===== src/rtl/fcaf_pkg.sv =====
// Constants and types for the flash command and autoselect host controller
package fcaf_pkg;
	localparam int ADDR_W = 17;
	localparam int DATA_W = 8;
	localparam int SECT_MSB = 16;
	localparam int SECT_LSB = 14;
	localparam int ID_SEL_MSB = 1;
	localparam int ID_A6_BIT = 6;
	localparam int TLF_BIT = 5;
	// Timing, in ns, and derived cycle counts at the system clock
	localparam int CLK_NS = 50;
	localparam int T_ACC_NS = 70;
	localparam int T_WP_NS = 35;
	localparam int T_HV_SETUP_NS = 100;
	localparam int SYNC_CYC = 3;
	localparam int ACC_CYC = (T_ACC_NS + CLK_NS - 1) / CLK_NS;
	localparam int WP_CYC = (T_WP_NS + CLK_NS - 1) / CLK_NS;
	localparam int HV_CYC = (T_HV_SETUP_NS + CLK_NS - 1) / CLK_NS;
	localparam logic [3:0] RD_WAIT = 4'(ACC_CYC + SYNC_CYC);
	localparam logic [3:0] WP_WAIT = 4'(WP_CYC);
	localparam logic [3:0] HV_WAIT = 4'(HV_CYC);
	// Command words
	localparam logic [ADDR_W-1:0] UNLOCK1_ADDR = 17'h00555;
	localparam logic [ADDR_W-1:0] UNLOCK2_ADDR = 17'h002aa;
	localparam logic [ADDR_W-1:0] RESET_ADDR = 17'h00000;
	localparam logic [DATA_W-1:0] UNLOCK1_DATA = 8'haa;
	localparam logic [DATA_W-1:0] UNLOCK2_DATA = 8'h55;
	localparam logic [DATA_W-1:0] AUTOSEL_DATA = 8'h90;
	localparam logic [DATA_W-1:0] RESET_DATA = 8'hf0;
	localparam logic [1:0] AUTOSEL_WRITES = 2'h3;
	// Identification selectors on the low address bits
	localparam logic [1:0] ID_MANUF = 2'h0;
	localparam logic [1:0] ID_DEVICE = 2'h1;
	localparam logic [1:0] ID_PROT = 2'h2;

	typedef enum logic [2:0] {
		FCAF_OP_READ,
		FCAF_OP_WRITE,
		FCAF_OP_RESET,
		FCAF_OP_AUTOSEL,
		FCAF_OP_ID_READ,
		FCAF_OP_HV_READ
	} fcaf_op_t;

	typedef struct packed {
		fcaf_op_t op;
		logic [ADDR_W-1:0] addr;
		logic [DATA_W-1:0] data;
	} fcaf_cmd_t;

	typedef struct packed {
		logic [DATA_W-1:0] data;
		logic time_limit_flag;
	} fcaf_rsp_t;

	typedef struct packed {
		logic [ADDR_W-1:0] addr;
		logic [DATA_W-1:0] data;
	} fcaf_word_t;
endpackage


===== src/rtl/fcaf_host.sv =====
// Host controller that drives a byte-wide parallel flash through its pins
`timescale 1ns/1ps
`default_nettype none

// Function
// - High-voltage id: pin high, A6 low
// - Sector address on top bits for status
// - Write only with select, strobe low, gate high
// - Host resets after time-limit or id mode
// - Unlock, unlock, id command enters id mode
// - Read: select, gate low, strobe high
module fcaf_host
	import fcaf_pkg::*;
(
	// Clock and reset
	input wire logic sys_clk,
	input wire logic arst_n,
	// User command port
	input wire logic cmd_valid,
	input wire fcaf_pkg::fcaf_cmd_t cmd,
	output logic cmd_ready,
	output logic rsp_valid,
	output fcaf_pkg::fcaf_rsp_t rsp,
	output logic id_mode,
	output logic time_limit_seen,
	// Flash pins
	output logic [fcaf_pkg::ADDR_W-1:0] flash_addr,
	output logic flash_ce_n,
	output logic flash_oe_n,
	output logic flash_we_n,
	output logic id_detect_pin,
	input wire logic [fcaf_pkg::DATA_W-1:0] byte_lines_i,
	output logic [fcaf_pkg::DATA_W-1:0] byte_lines_o,
	output logic byte_lines_oe
);
	import fcaf_pkg::*;

	typedef enum logic [2:0] {
		ST_IDLE, ST_WSET, ST_WLOW, ST_WHIGH, ST_HV, ST_RLOW, ST_DONE
	} fcaf_state_t;

	fcaf_state_t state_q;
	fcaf_cmd_t cmd_q;
	logic [1:0] nwr_q;
	logic [1:0] idx_q;
	logic rd_q;
	logic [3:0] cnt_q;
	logic [DATA_W-1:0] s1_q, s2_q, s3_q;
	fcaf_word_t word;

	////////////////////////////////////////////////////////////////////////////////
	// Write sequence table

	function automatic fcaf_word_t step_word(input fcaf_cmd_t c, input logic [1:0] idx);
		fcaf_word_t w;
		w = '{addr: RESET_ADDR, data: RESET_DATA};
		case (c.op)
			FCAF_OP_WRITE: w = '{addr: c.addr, data: c.data};
			FCAF_OP_AUTOSEL: begin
				case (idx)
					2'h0: w = '{addr: UNLOCK1_ADDR, data: UNLOCK1_DATA};
					2'h1: w = '{addr: UNLOCK2_ADDR, data: UNLOCK2_DATA};
					default: w = '{addr: UNLOCK1_ADDR, data: AUTOSEL_DATA};
				endcase
			end
			default: w = '{addr: RESET_ADDR, data: RESET_DATA};
		endcase
		return w;
	endfunction

	assign word = step_word(cmd_q, idx_q);

	////////////////////////////////////////////////////////////////////////////////
	// Byte line synchroniser; only stages two and three are compared

	always_ff @(posedge sys_clk or negedge arst_n) begin
		if (!arst_n) begin
			s1_q <= '0;
			s2_q <= '0;
			s3_q <= '0;
		end else begin
			s1_q <= byte_lines_i;
			s2_q <= s1_q;
			s3_q <= s2_q;
		end
	end

	////////////////////////////////////////////////////////////////////////////////
	// Sequencer and pin drive

	always_ff @(posedge sys_clk or negedge arst_n) begin
		if (!arst_n) begin
			// Strobes idle high so nothing is written while the part powers up
			state_q <= ST_IDLE;
			cmd_q <= '0;
			nwr_q <= '0;
			idx_q <= '0;
			rd_q <= 1'b0;
			cnt_q <= '0;
			cmd_ready <= 1'b0;
			rsp_valid <= 1'b0;
			rsp <= '0;
			flash_addr <= '0;
			flash_ce_n <= 1'b1;
			flash_oe_n <= 1'b1;
			flash_we_n <= 1'b1;
			id_detect_pin <= 1'b0;
			byte_lines_o <= '0;
			byte_lines_oe <= 1'b0;
		end else begin
			rsp_valid <= 1'b0;
			case (state_q)
				ST_IDLE: begin
					cmd_ready <= 1'b1;
					if (cmd_valid && cmd_ready) begin
						cmd_ready <= 1'b0;
						cmd_q <= cmd;
						idx_q <= '0;
						rd_q <= 1'b0;
						nwr_q <= 2'h0;
						case (cmd.op)
							FCAF_OP_WRITE, FCAF_OP_RESET: nwr_q <= 2'h1;
							FCAF_OP_AUTOSEL: nwr_q <= AUTOSEL_WRITES;
							FCAF_OP_READ: begin
								// Array reads need a reset first after id mode or a time-out
								nwr_q <= (id_mode || time_limit_seen) ? 2'h1 : 2'h0;
								rd_q <= 1'b1;
							end
							default: rd_q <= 1'b1;
						endcase
						if (cmd.op == FCAF_OP_HV_READ) begin
							state_q <= ST_HV;
							cnt_q <= HV_WAIT;
							id_detect_pin <= 1'b1;
							flash_addr <= cmd.addr;
							flash_addr[ID_A6_BIT] <= 1'b0;
						end else if (cmd.op == FCAF_OP_READ && !(id_mode || time_limit_seen)) begin
							state_q <= ST_RLOW;
							cnt_q <= RD_WAIT;
							flash_addr <= cmd.addr;
							flash_ce_n <= 1'b0;
							flash_oe_n <= 1'b0;
						end else if (cmd.op == FCAF_OP_ID_READ) begin
							state_q <= ST_RLOW;
							cnt_q <= RD_WAIT;
							flash_addr <= cmd.addr;
							flash_ce_n <= 1'b0;
							flash_oe_n <= 1'b0;
						end else begin
							state_q <= ST_WSET;
						end
					end
				end
				ST_WSET: begin
					// Gate stays high across the whole write cycle
					flash_oe_n <= 1'b1;
					flash_ce_n <= 1'b0;
					flash_addr <= word.addr;
					byte_lines_o <= word.data;
					byte_lines_oe <= 1'b1;
					cnt_q <= WP_WAIT;
					state_q <= ST_WLOW;
				end
				ST_WLOW: begin
					flash_we_n <= 1'b0;
					if (cnt_q <= 4'h1) begin
						state_q <= ST_WHIGH;
					end else begin
						cnt_q <= cnt_q - 4'h1;
					end
				end
				ST_WHIGH: begin
					// Data stays driven one cycle past the strobe for hold time
					flash_we_n <= 1'b1;
					flash_ce_n <= 1'b1;
					if (flash_we_n) begin
						byte_lines_oe <= 1'b0;
						if (idx_q + 2'h1 < nwr_q) begin
							idx_q <= idx_q + 2'h1;
							state_q <= ST_WSET;
						end else if (rd_q) begin
							state_q <= ST_RLOW;
							cnt_q <= RD_WAIT;
							flash_addr <= cmd_q.addr;
							flash_ce_n <= 1'b0;
							flash_oe_n <= 1'b0;
						end else begin
							state_q <= ST_DONE;
						end
					end
				end
				ST_HV: begin
					if (cnt_q <= 4'h1) begin
						state_q <= ST_RLOW;
						cnt_q <= RD_WAIT;
						flash_ce_n <= 1'b0;
						flash_oe_n <= 1'b0;
					end else begin
						cnt_q <= cnt_q - 4'h1;
					end
				end
				ST_RLOW: begin
					if (cnt_q != 4'h0) begin
						cnt_q <= cnt_q - 4'h1;
					end else if (s2_q == s3_q) begin
						rsp.data <= s3_q;
						rsp.time_limit_flag <= s3_q[TLF_BIT];
						flash_ce_n <= 1'b1;
						flash_oe_n <= 1'b1;
						id_detect_pin <= 1'b0;
						state_q <= ST_DONE;
					end
				end
				ST_DONE: begin
					rsp_valid <= 1'b1;
					state_q <= ST_IDLE;
				end
				default: state_q <= ST_IDLE;
			endcase
		end
	end

	////////////////////////////////////////////////////////////////////////////////
	// Tracked device mode

	always_ff @(posedge sys_clk or negedge arst_n) begin
		if (!arst_n) begin
			id_mode <= 1'b0;
			time_limit_seen <= 1'b0;
		end else if (state_q == ST_DONE) begin
			if (cmd_q.op == FCAF_OP_AUTOSEL) begin
				id_mode <= 1'b1;
			end else if (cmd_q.op == FCAF_OP_RESET || (cmd_q.op == FCAF_OP_READ && !rd_q)) begin
				id_mode <= 1'b0;
				time_limit_seen <= 1'b0;
			end
		end else if (state_q == ST_WHIGH && flash_we_n && word.data == RESET_DATA
			&& cmd_q.op != FCAF_OP_WRITE) begin
			// A reset prefixed to an array read clears the tracked mode
			id_mode <= 1'b0;
			time_limit_seen <= 1'b0;
		end else if (state_q == ST_RLOW && cnt_q == 4'h0 && s2_q == s3_q
			&& cmd_q.op == FCAF_OP_READ && s3_q[TLF_BIT]) begin
			time_limit_seen <= 1'b1;
		end
	end

	////////////////////////////////////////////////////////////////////////////////
	// Checks

	a_write_strobe_qual: assert property (@(posedge sys_clk) disable iff (!arst_n)
		!flash_we_n |-> !flash_ce_n && flash_oe_n && byte_lines_oe)
		else $error("write strobe low without select low and gate high");
	a_read_levels: assert property (@(posedge sys_clk) disable iff (!arst_n)
		!flash_oe_n |-> !flash_ce_n && flash_we_n && !byte_lines_oe)
		else $error("read with bad control levels or host driving bytes");
	a_write_pulse_len: assert property (@(posedge sys_clk) disable iff (!arst_n)
		$fell(flash_we_n) |=> flash_we_n ##1 !byte_lines_oe)
		else $error("write pulse or data hold wrong length");
	a_hv_a6_low: assert property (@(posedge sys_clk) disable iff (!arst_n)
		id_detect_pin && !flash_oe_n |-> !flash_addr[ID_A6_BIT])
		else $error("high-voltage read with address bit 6 high");
	a_hv_sector_addr: assert property (@(posedge sys_clk) disable iff (!arst_n)
		id_detect_pin |-> flash_addr[SECT_MSB:SECT_LSB] == cmd_q.addr[SECT_MSB:SECT_LSB]
			&& flash_addr[ID_SEL_MSB:0] == cmd_q.addr[ID_SEL_MSB:0])
		else $error("high-voltage read address differs from request");
	a_array_read_clean: assert property (@(posedge sys_clk) disable iff (!arst_n)
		$fell(flash_oe_n) && cmd_q.op == FCAF_OP_READ |-> !id_mode && !time_limit_seen)
		else $error("array read issued without reset after id mode or time-out");
	a_id_mode_entry: assert property (@(posedge sys_clk) disable iff (!arst_n)
		$rose(id_mode) |-> $past(cmd_q.op) == FCAF_OP_AUTOSEL && $past(idx_q) == 2'h2)
		else $error("id mode entered without three-write sequence");

	c_autosel: cover property (@(posedge sys_clk) disable iff (!arst_n) $rose(id_mode));
	c_hv_read: cover property (@(posedge sys_clk) disable iff (!arst_n)
		rsp_valid && cmd_q.op == FCAF_OP_HV_READ);
	c_read_after_reset: cover property (@(posedge sys_clk) disable iff (!arst_n)
		rsp_valid && cmd_q.op == FCAF_OP_READ && nwr_q == 2'h1);
	c_time_limit: cover property (@(posedge sys_clk) disable iff (!arst_n) $rose(time_limit_seen));
endmodule

`default_nettype wire


===== config.mk =====
export PLATFORM = sky130hd
export DESIGN_NAME = fcaf_host
export DESIGN_NICKNAME = d
export VERILOG_FILES = /design/src/rtl/fcaf_pkg.sv /design/src/rtl/fcaf_host.sv
export SDC_FILE = /design/constraint.sdc
export NUM_CORES = 1
export LEC_CHECK = 0
export ABC_CLOCK_PERIOD_IN_PS = 3000
export BUFFER_PORTS_ARGS = -buffer_cell sky130_fd_sc_hd__buf_2
export CORE_MARGIN = 2
export CORE_UTILIZATION = 55
export DETAILED_ROUTE_END_ITERATION = 8
export PLACE_DENSITY = 0.78
export SLEW_MARGIN = 40
export SYNTH_ARGS = -nofsm -noshare
export SYNTH_HDL_FRONTEND = slang
export SYNTH_SLANG_ARGS = --single-unit

===== constraint.sdc =====
create_clock -name sys_clk -period 3 [get_ports sys_clk]
set_input_delay 0.15 -clock sys_clk [delete_from_list [all_inputs] [get_ports sys_clk]]
set_output_delay 0.15 -clock sys_clk [all_outputs]
set_load 0.03 [all_outputs]

== Yosys cells after proc, flatten, opt, wreduce, memory -nomap -nowiden ==
Index checks and enable logic that the tools add are counted.
Word-level totals
  register bits: 107
  input port bits: 39
  output and inout port bits: 43
  word-level logic and storage cells: 181
Operators by class
  add/subtract/negate cells: 2
  magnitude comparators: 2
  equality and inequality tests: 36
  multiplexer cells: 73
  bitwise gates (word level): 1
  reductions and logical operators: 43
Operator list (number)
  $mux W17: 7
  $pmux W17 S3: 1
  $pmux W25 S2: 1
  $mux W4: 10
  $pmux W19 S2: 1
  $mux W1: 30
  $mux W3: 10
  $ne A2 B2 Y1 const B: 13
  $pmux W4 S6: 1
  $eq A3 B2 Y1 const B: 6
  $pmux W3 S6: 1
  $eq A3 B3 Y1 const B: 5
  $reduce_and A6 Y1: 2
  $logic_and A1 B1 Y1: 10
  $pmux W1 S5: 2
  $reduce_and A10 Y1: 1
  $reduce_bool A2 Y1: 5
  $eq A3 B1 Y1 const B: 3
  $logic_not A3 Y1: 3
  $eq A8 B8 Y1: 1
  $eq A8 B8 Y1 const B: 1
  $mux W2: 4
  $reduce_and A8 Y1: 1
  $reduce_and A7 Y1: 1
  other kinds (27): 37

== Longest topological paths before layout ==
  depth after elaboration: 8
  depth in mapped cells: 9

== Worst setup path after synthesis ==
Ideal clock, no wire load.
  path kind: register -> register
  start: register idx_q[0]
  end: register flash_addr[10] (netlist bit)
  arrival: 2.478 ns
  data required time: 2.875 ns
  setup slack: 0.397 ns
  stages on the path, launching flop included: 10
  path buffers: 1
  period minus slack after synthesis: 2.603 ns
  path through: dfrtp_1 inv_1 ha_1 ha_1 a21boi_0 or2_2 nand3_1 a211oi_4 buf_12 mux2_4
Between the ends
  word-level cells in the longest chain between the ends: 4
  elaborated cells on any way between the ends: 9
  those cells by class: 1 x add/sub; 1 x order compare; 2 x eq/ne; 3 x mux; 2 x reduce/logical
Ends and longest elaborated chain
  start: declaration: line fcaf_host.sv:45  | logic [1:0] idx_q;
  start signal: assignment: line fcaf_host.sv:179  | idx_q <= idx_q + 2'h1;
  $add A2 B1 Y2, or another cell as far along: line fcaf_host.sv:178  | if (idx_q + 2'h1 < nwr_q) begin
  $lt A2 B2 Y1 or $pmux W19 S2 (tied branches): line fcaf_host.sv:178, fcaf_host.sv:60
  $ne A2 B2 Y1 (no source line) or $pmux W25 S2 (tied branches)
  $reduce_and A6 Y1 (no source line) or $pmux W17 S3 (tied branches)
  end signal: assignment: line fcaf_host.sv:146  | flash_addr <= cmd.addr;
  end signal: assignment: line fcaf_host.sv:158  | flash_addr <= word.addr;
  end signal: assignment: line fcaf_host.sv:184  | flash_addr <= cmd_q.addr;
  end: declaration: line fcaf_host.sv:27  | output logic [fcaf_pkg::ADDR_W-1:0] flash_addr,
Parallel ways exist; a longest one is shown, timed or not.
A chain may end at the register's enable or synchronous reset.

== Final worst setup path ==
  start: register idx_q[0]
  end: register flash_addr[5] (netlist bit)
The elaborated chain is that of the path after synthesis.

==> impl_results.md <==
- Status: finished clean
- CP Max Fanout: 17
- Netlist cell types: 57
- Worst Setup SP: idx_q[0]$_DFFE_PN0P_
- Total clock sinks: ~110
- Htree depth: 3
- CP most frequent cell: ha_1
- Combinational share of power: 46.7%
- Top delay family on crit path: adder cells
- Number of max-cap violations: 0
- GRT Total Usage: 24.8%
- CTS Buf Count: 9
- Ports: 82
- WL final: 11100 um
- Antenna violations before repair: 0
- Max IR drop VDD: 0.619 mV
- Minimum clock period: 2.71 ns
- Vias per std cell: around 5.7
- # rows: 33
- Async set-reset flop share out of synthesis: 100%
- Multi-input gate area: around 2000 um2
- NetSw: 2.45 mW
- Cell Chain, Critical Path: inv_1, ha_1, ha_1, a21boi_0, or2_2, nand3_1, a211oi_4, buf_12, mux2_2
- Port Buffers: 81
- Number of global-route vias before repair: 3891
- Worst Path Required: 3.25 ns
- Final Wtd Congestion: 0.879
- First-pass GRT wire length: 18800 um
- Ys flop type: dfrtp_1
- Sequential fraction of the synthesis area: approximately 56%
- Cells after Synth: around 440
- Final worst path period share: 90.4%
- Largest area contributor in the netlist: dfrtp_1
- Synthesized flop and latch total: 106
- Clock share of power: 14.8%
- Setup TNS: 0 ns
- CTS Buffer Depth: 2
- Startpoint types: flop
- Largest net degree at the start of global routing: 68
- Layout cells sized above 1: roughly a quarter
- Total gr overflow: 0
- Worst hold slack: about 0.075 ns
- CP arrival: 2.97 ns
- Non-filler instance count after layout: 670
- DRC: 0
- Max incr delay on CP: 0.44 ns
- Critical path class: flop to flop
- Unrepaired setup endpoints after global routing: false
- Drt wl/cell: 16.5 um
- NumNets Final: just over 600
- Register area: 2660 um2
- Synthesized cell area: about 4800 um2
- Number of cells after detailed placement: 620
- EDFF count, synth: 0
- Hpwl dp: 7570 um
- Leakage power: 2.87 nW
- Max Freq: between 0.3 and 0.4 GHz
- Top-area cell type share of the netlist area: around 54%
- Starting Density: around 57%
- Initial DRC Count: 219
- Pwr per Cell Area: 1010 nW/um2
- DR vias: 3810
- Die area: 9430 um2
- Buffers and inverters on the worst path: 2
- Sw Share: between 40% and 50%
- Yosys Warn Count: 0
- Clk root buf: clkbuf_8
- Hold_sp: cmd[27]
- Width of the die: about 97 um
- Chip height: around 97 um
- Skew-Pair Late Insertion Delay: around 0.37 ns
- Core area: 8300 um2
- Post-CTS sizing: 0
- Sequential power share: 38.4%
- R2r startpoint: idx_q[0]$_DFFE_PN0P_
- Post-CTS setup buffer count: 0
- Fillcell total: 627
- Syn nets: 490
- Area grow syn2layout: 22.7%
- Final setup viols: 0
- Crit-path slowest cell: dfrtp_1
- Slew margin rel.: 43.5%
- CP Capture Type: flop
- Post-route antenna net violation count: 0
- Worst-Margin Slew: 0.841 ns
- Count of final hold-check violations: 0
- P_int: 3.43 mW
- Ant diodes: 0
- FF-to-FF setup slack: about 0.29 ns
- # hold bufs at CTS: 34
- Tightest Hold Check Type: input port to flop
- CTS tree: built
- DRT Pass-1 Iters: 5
- Clock Skew: ~0.0096 ns
- CTS clock-pin slew for the worst setup and hold paths: 0.10 ns
- Slew Limit Fails: 0
- Synth Area per Inst: 10.8 um2
- Synth top area cells: dfrtp_1, nand2_1, mux2_2
-- worst paths after layout --
| path | end | depth (start not counted) |
|---|---|---|
| setup / recovery | flash_addr[5]$_DFFE_PN0P_ | 9 |
| hold / removal | cmd_q[27]$_DFFE_PN0P_ | 3 |
| setup reg to reg | flash_addr[5]$_DFFE_PN0P_ | 9 |
| hold reg to reg | s2_q[4]$_DFF_PN0_ | 0 |
| max in group asynchronous | flash_we_n$_DFFE_PN1P_ | 3 |
| min in group asynchronous | cmd_q[6]$_DFFE_PN0P_ | 2 |
-- power groups by stage --
stage | sequential [mW] | combinational, mW | clock, mW
6_report | 2.26 | 2.75 | 0.872
5_1_grt | 2.32 | 3.01 | 0.950
4_1_cts | 2.26 | 2.73 | 0.901
3_5_place_dp | 2.28 | 2.69 | 0
3_3_place_gp | 2.26 | 2.60 | 0
2_1_floorplan | 2.56 | 1.64 | 0
-- state kept, by name, indices dropped and copies added (netlist names), 2 cells and up --
name,cells
cnt_q,4
s2_q,8
rsp,8
state_q,3
idx_q,2
s1_q,8
byte_lines_o,8
flash_addr,17
nwr_q,2
cmd_q,28
s3_q,8
-- cell usage in the layout (no fill, tap or decap), types with 12 or more instances in the layout --
| cell | n |
|---|---|
| buf_4 | 12 |
| a21oi_1 | 13 |
| nand2_1 | 104 |
| inv_1 | 14 |
| mux2_2 | 18 |
| dfrtp_1 | 103 |
| nor2_1 | 19 |
| dlygate4sd3_1 | 34 |
| buf_2 | 80 |
| o21ai_0 | 20 |
-- per-stage QoR --
step	instance area (um2)	setup slack [ns]	power, mW	utilization, %
4_1_cts	5840	0.295	5.88	70.4
5_1_grt	5850	0.0902	6.28	70.5
6_report	5850	0.287	5.88	70.5
3_3_place_gp	5310	0.435	4.86	64.0
2_1_floorplan	4770	0.397	4.20	-
3_5_place_dp	5310	0.320	4.96	64.0
-- worst reg2reg max path, delay by kind of cell (launching register included) --
| kind | cells | cell delay (ns) |
|---|---|---|
| mux | 1 | 0.35 |
| simple gates | 2 | 0.32 |
| flops | 1 | 0.44 |
| compound gates | 2 | 0.60 |
| fa+ha+maj | 2 | 0.60 |
| buf+inv | 2 | 0.30 |
-- synthesized netlist by cell type (4+ instances only) --
| master | count |
|---|---|
| a21boi_0 | 4 |
| a21o_1 | 4 |
| a21oi_1 | 13 |
| a221o_1 | 10 |
| a22o_1 | 7 |
| buf_1 | 4 |
| buf_2 | 5 |
| clkbuf_1 | 10 |
| dfrtp_1 | 103 |
| ha_1 | 8 |
| inv_1 | 14 |
| mux2_2 | 18 |
| mux2_4 | 10 |
| mux2i_1 | 4 |
| nand2_1 | 104 |
| nand3_1 | 7 |
| nor2_1 | 20 |
| nor2b_1 | 4 |
| nor3_1 | 6 |
| o21ai_0 | 20 |
| o31ai_1 | 4 |
| xor2_1 | 8 |
-- cells by family after synthesis --
family | share of synthesized area, %
muxes | 8.24
adders and majority gates | 2.10
xor gates and xnor gates | 1.47
AOI/OAI and AO/OA | 13.7
and+or+nand+nor | 15.3
DFF | 55.7
buffers and inverters | 3.41
-- layer usage --
layer  vias up  part of all wire (%)  global-route usage, %
li1       1781                     -                      -
met1      1873                    42                   32.9
met2       140                    49                   41.2
met3        16                   7.0                   5.25
met4         0                   1.8                   7.80
met5         -                     0                      0
-- cell type report --
class                           count  area share (%)
Multi-Input combinational cell    301            33.3
Sequential cell                   106            45.4
Clock inverter                      5            1.09
Tap cell                          105            2.25
Clock buffer                       11            2.25
Timing Repair Buffer              128            14.7
Inverter                           14           0.899
No activity file was read; power rests on OpenSTA's default activity.
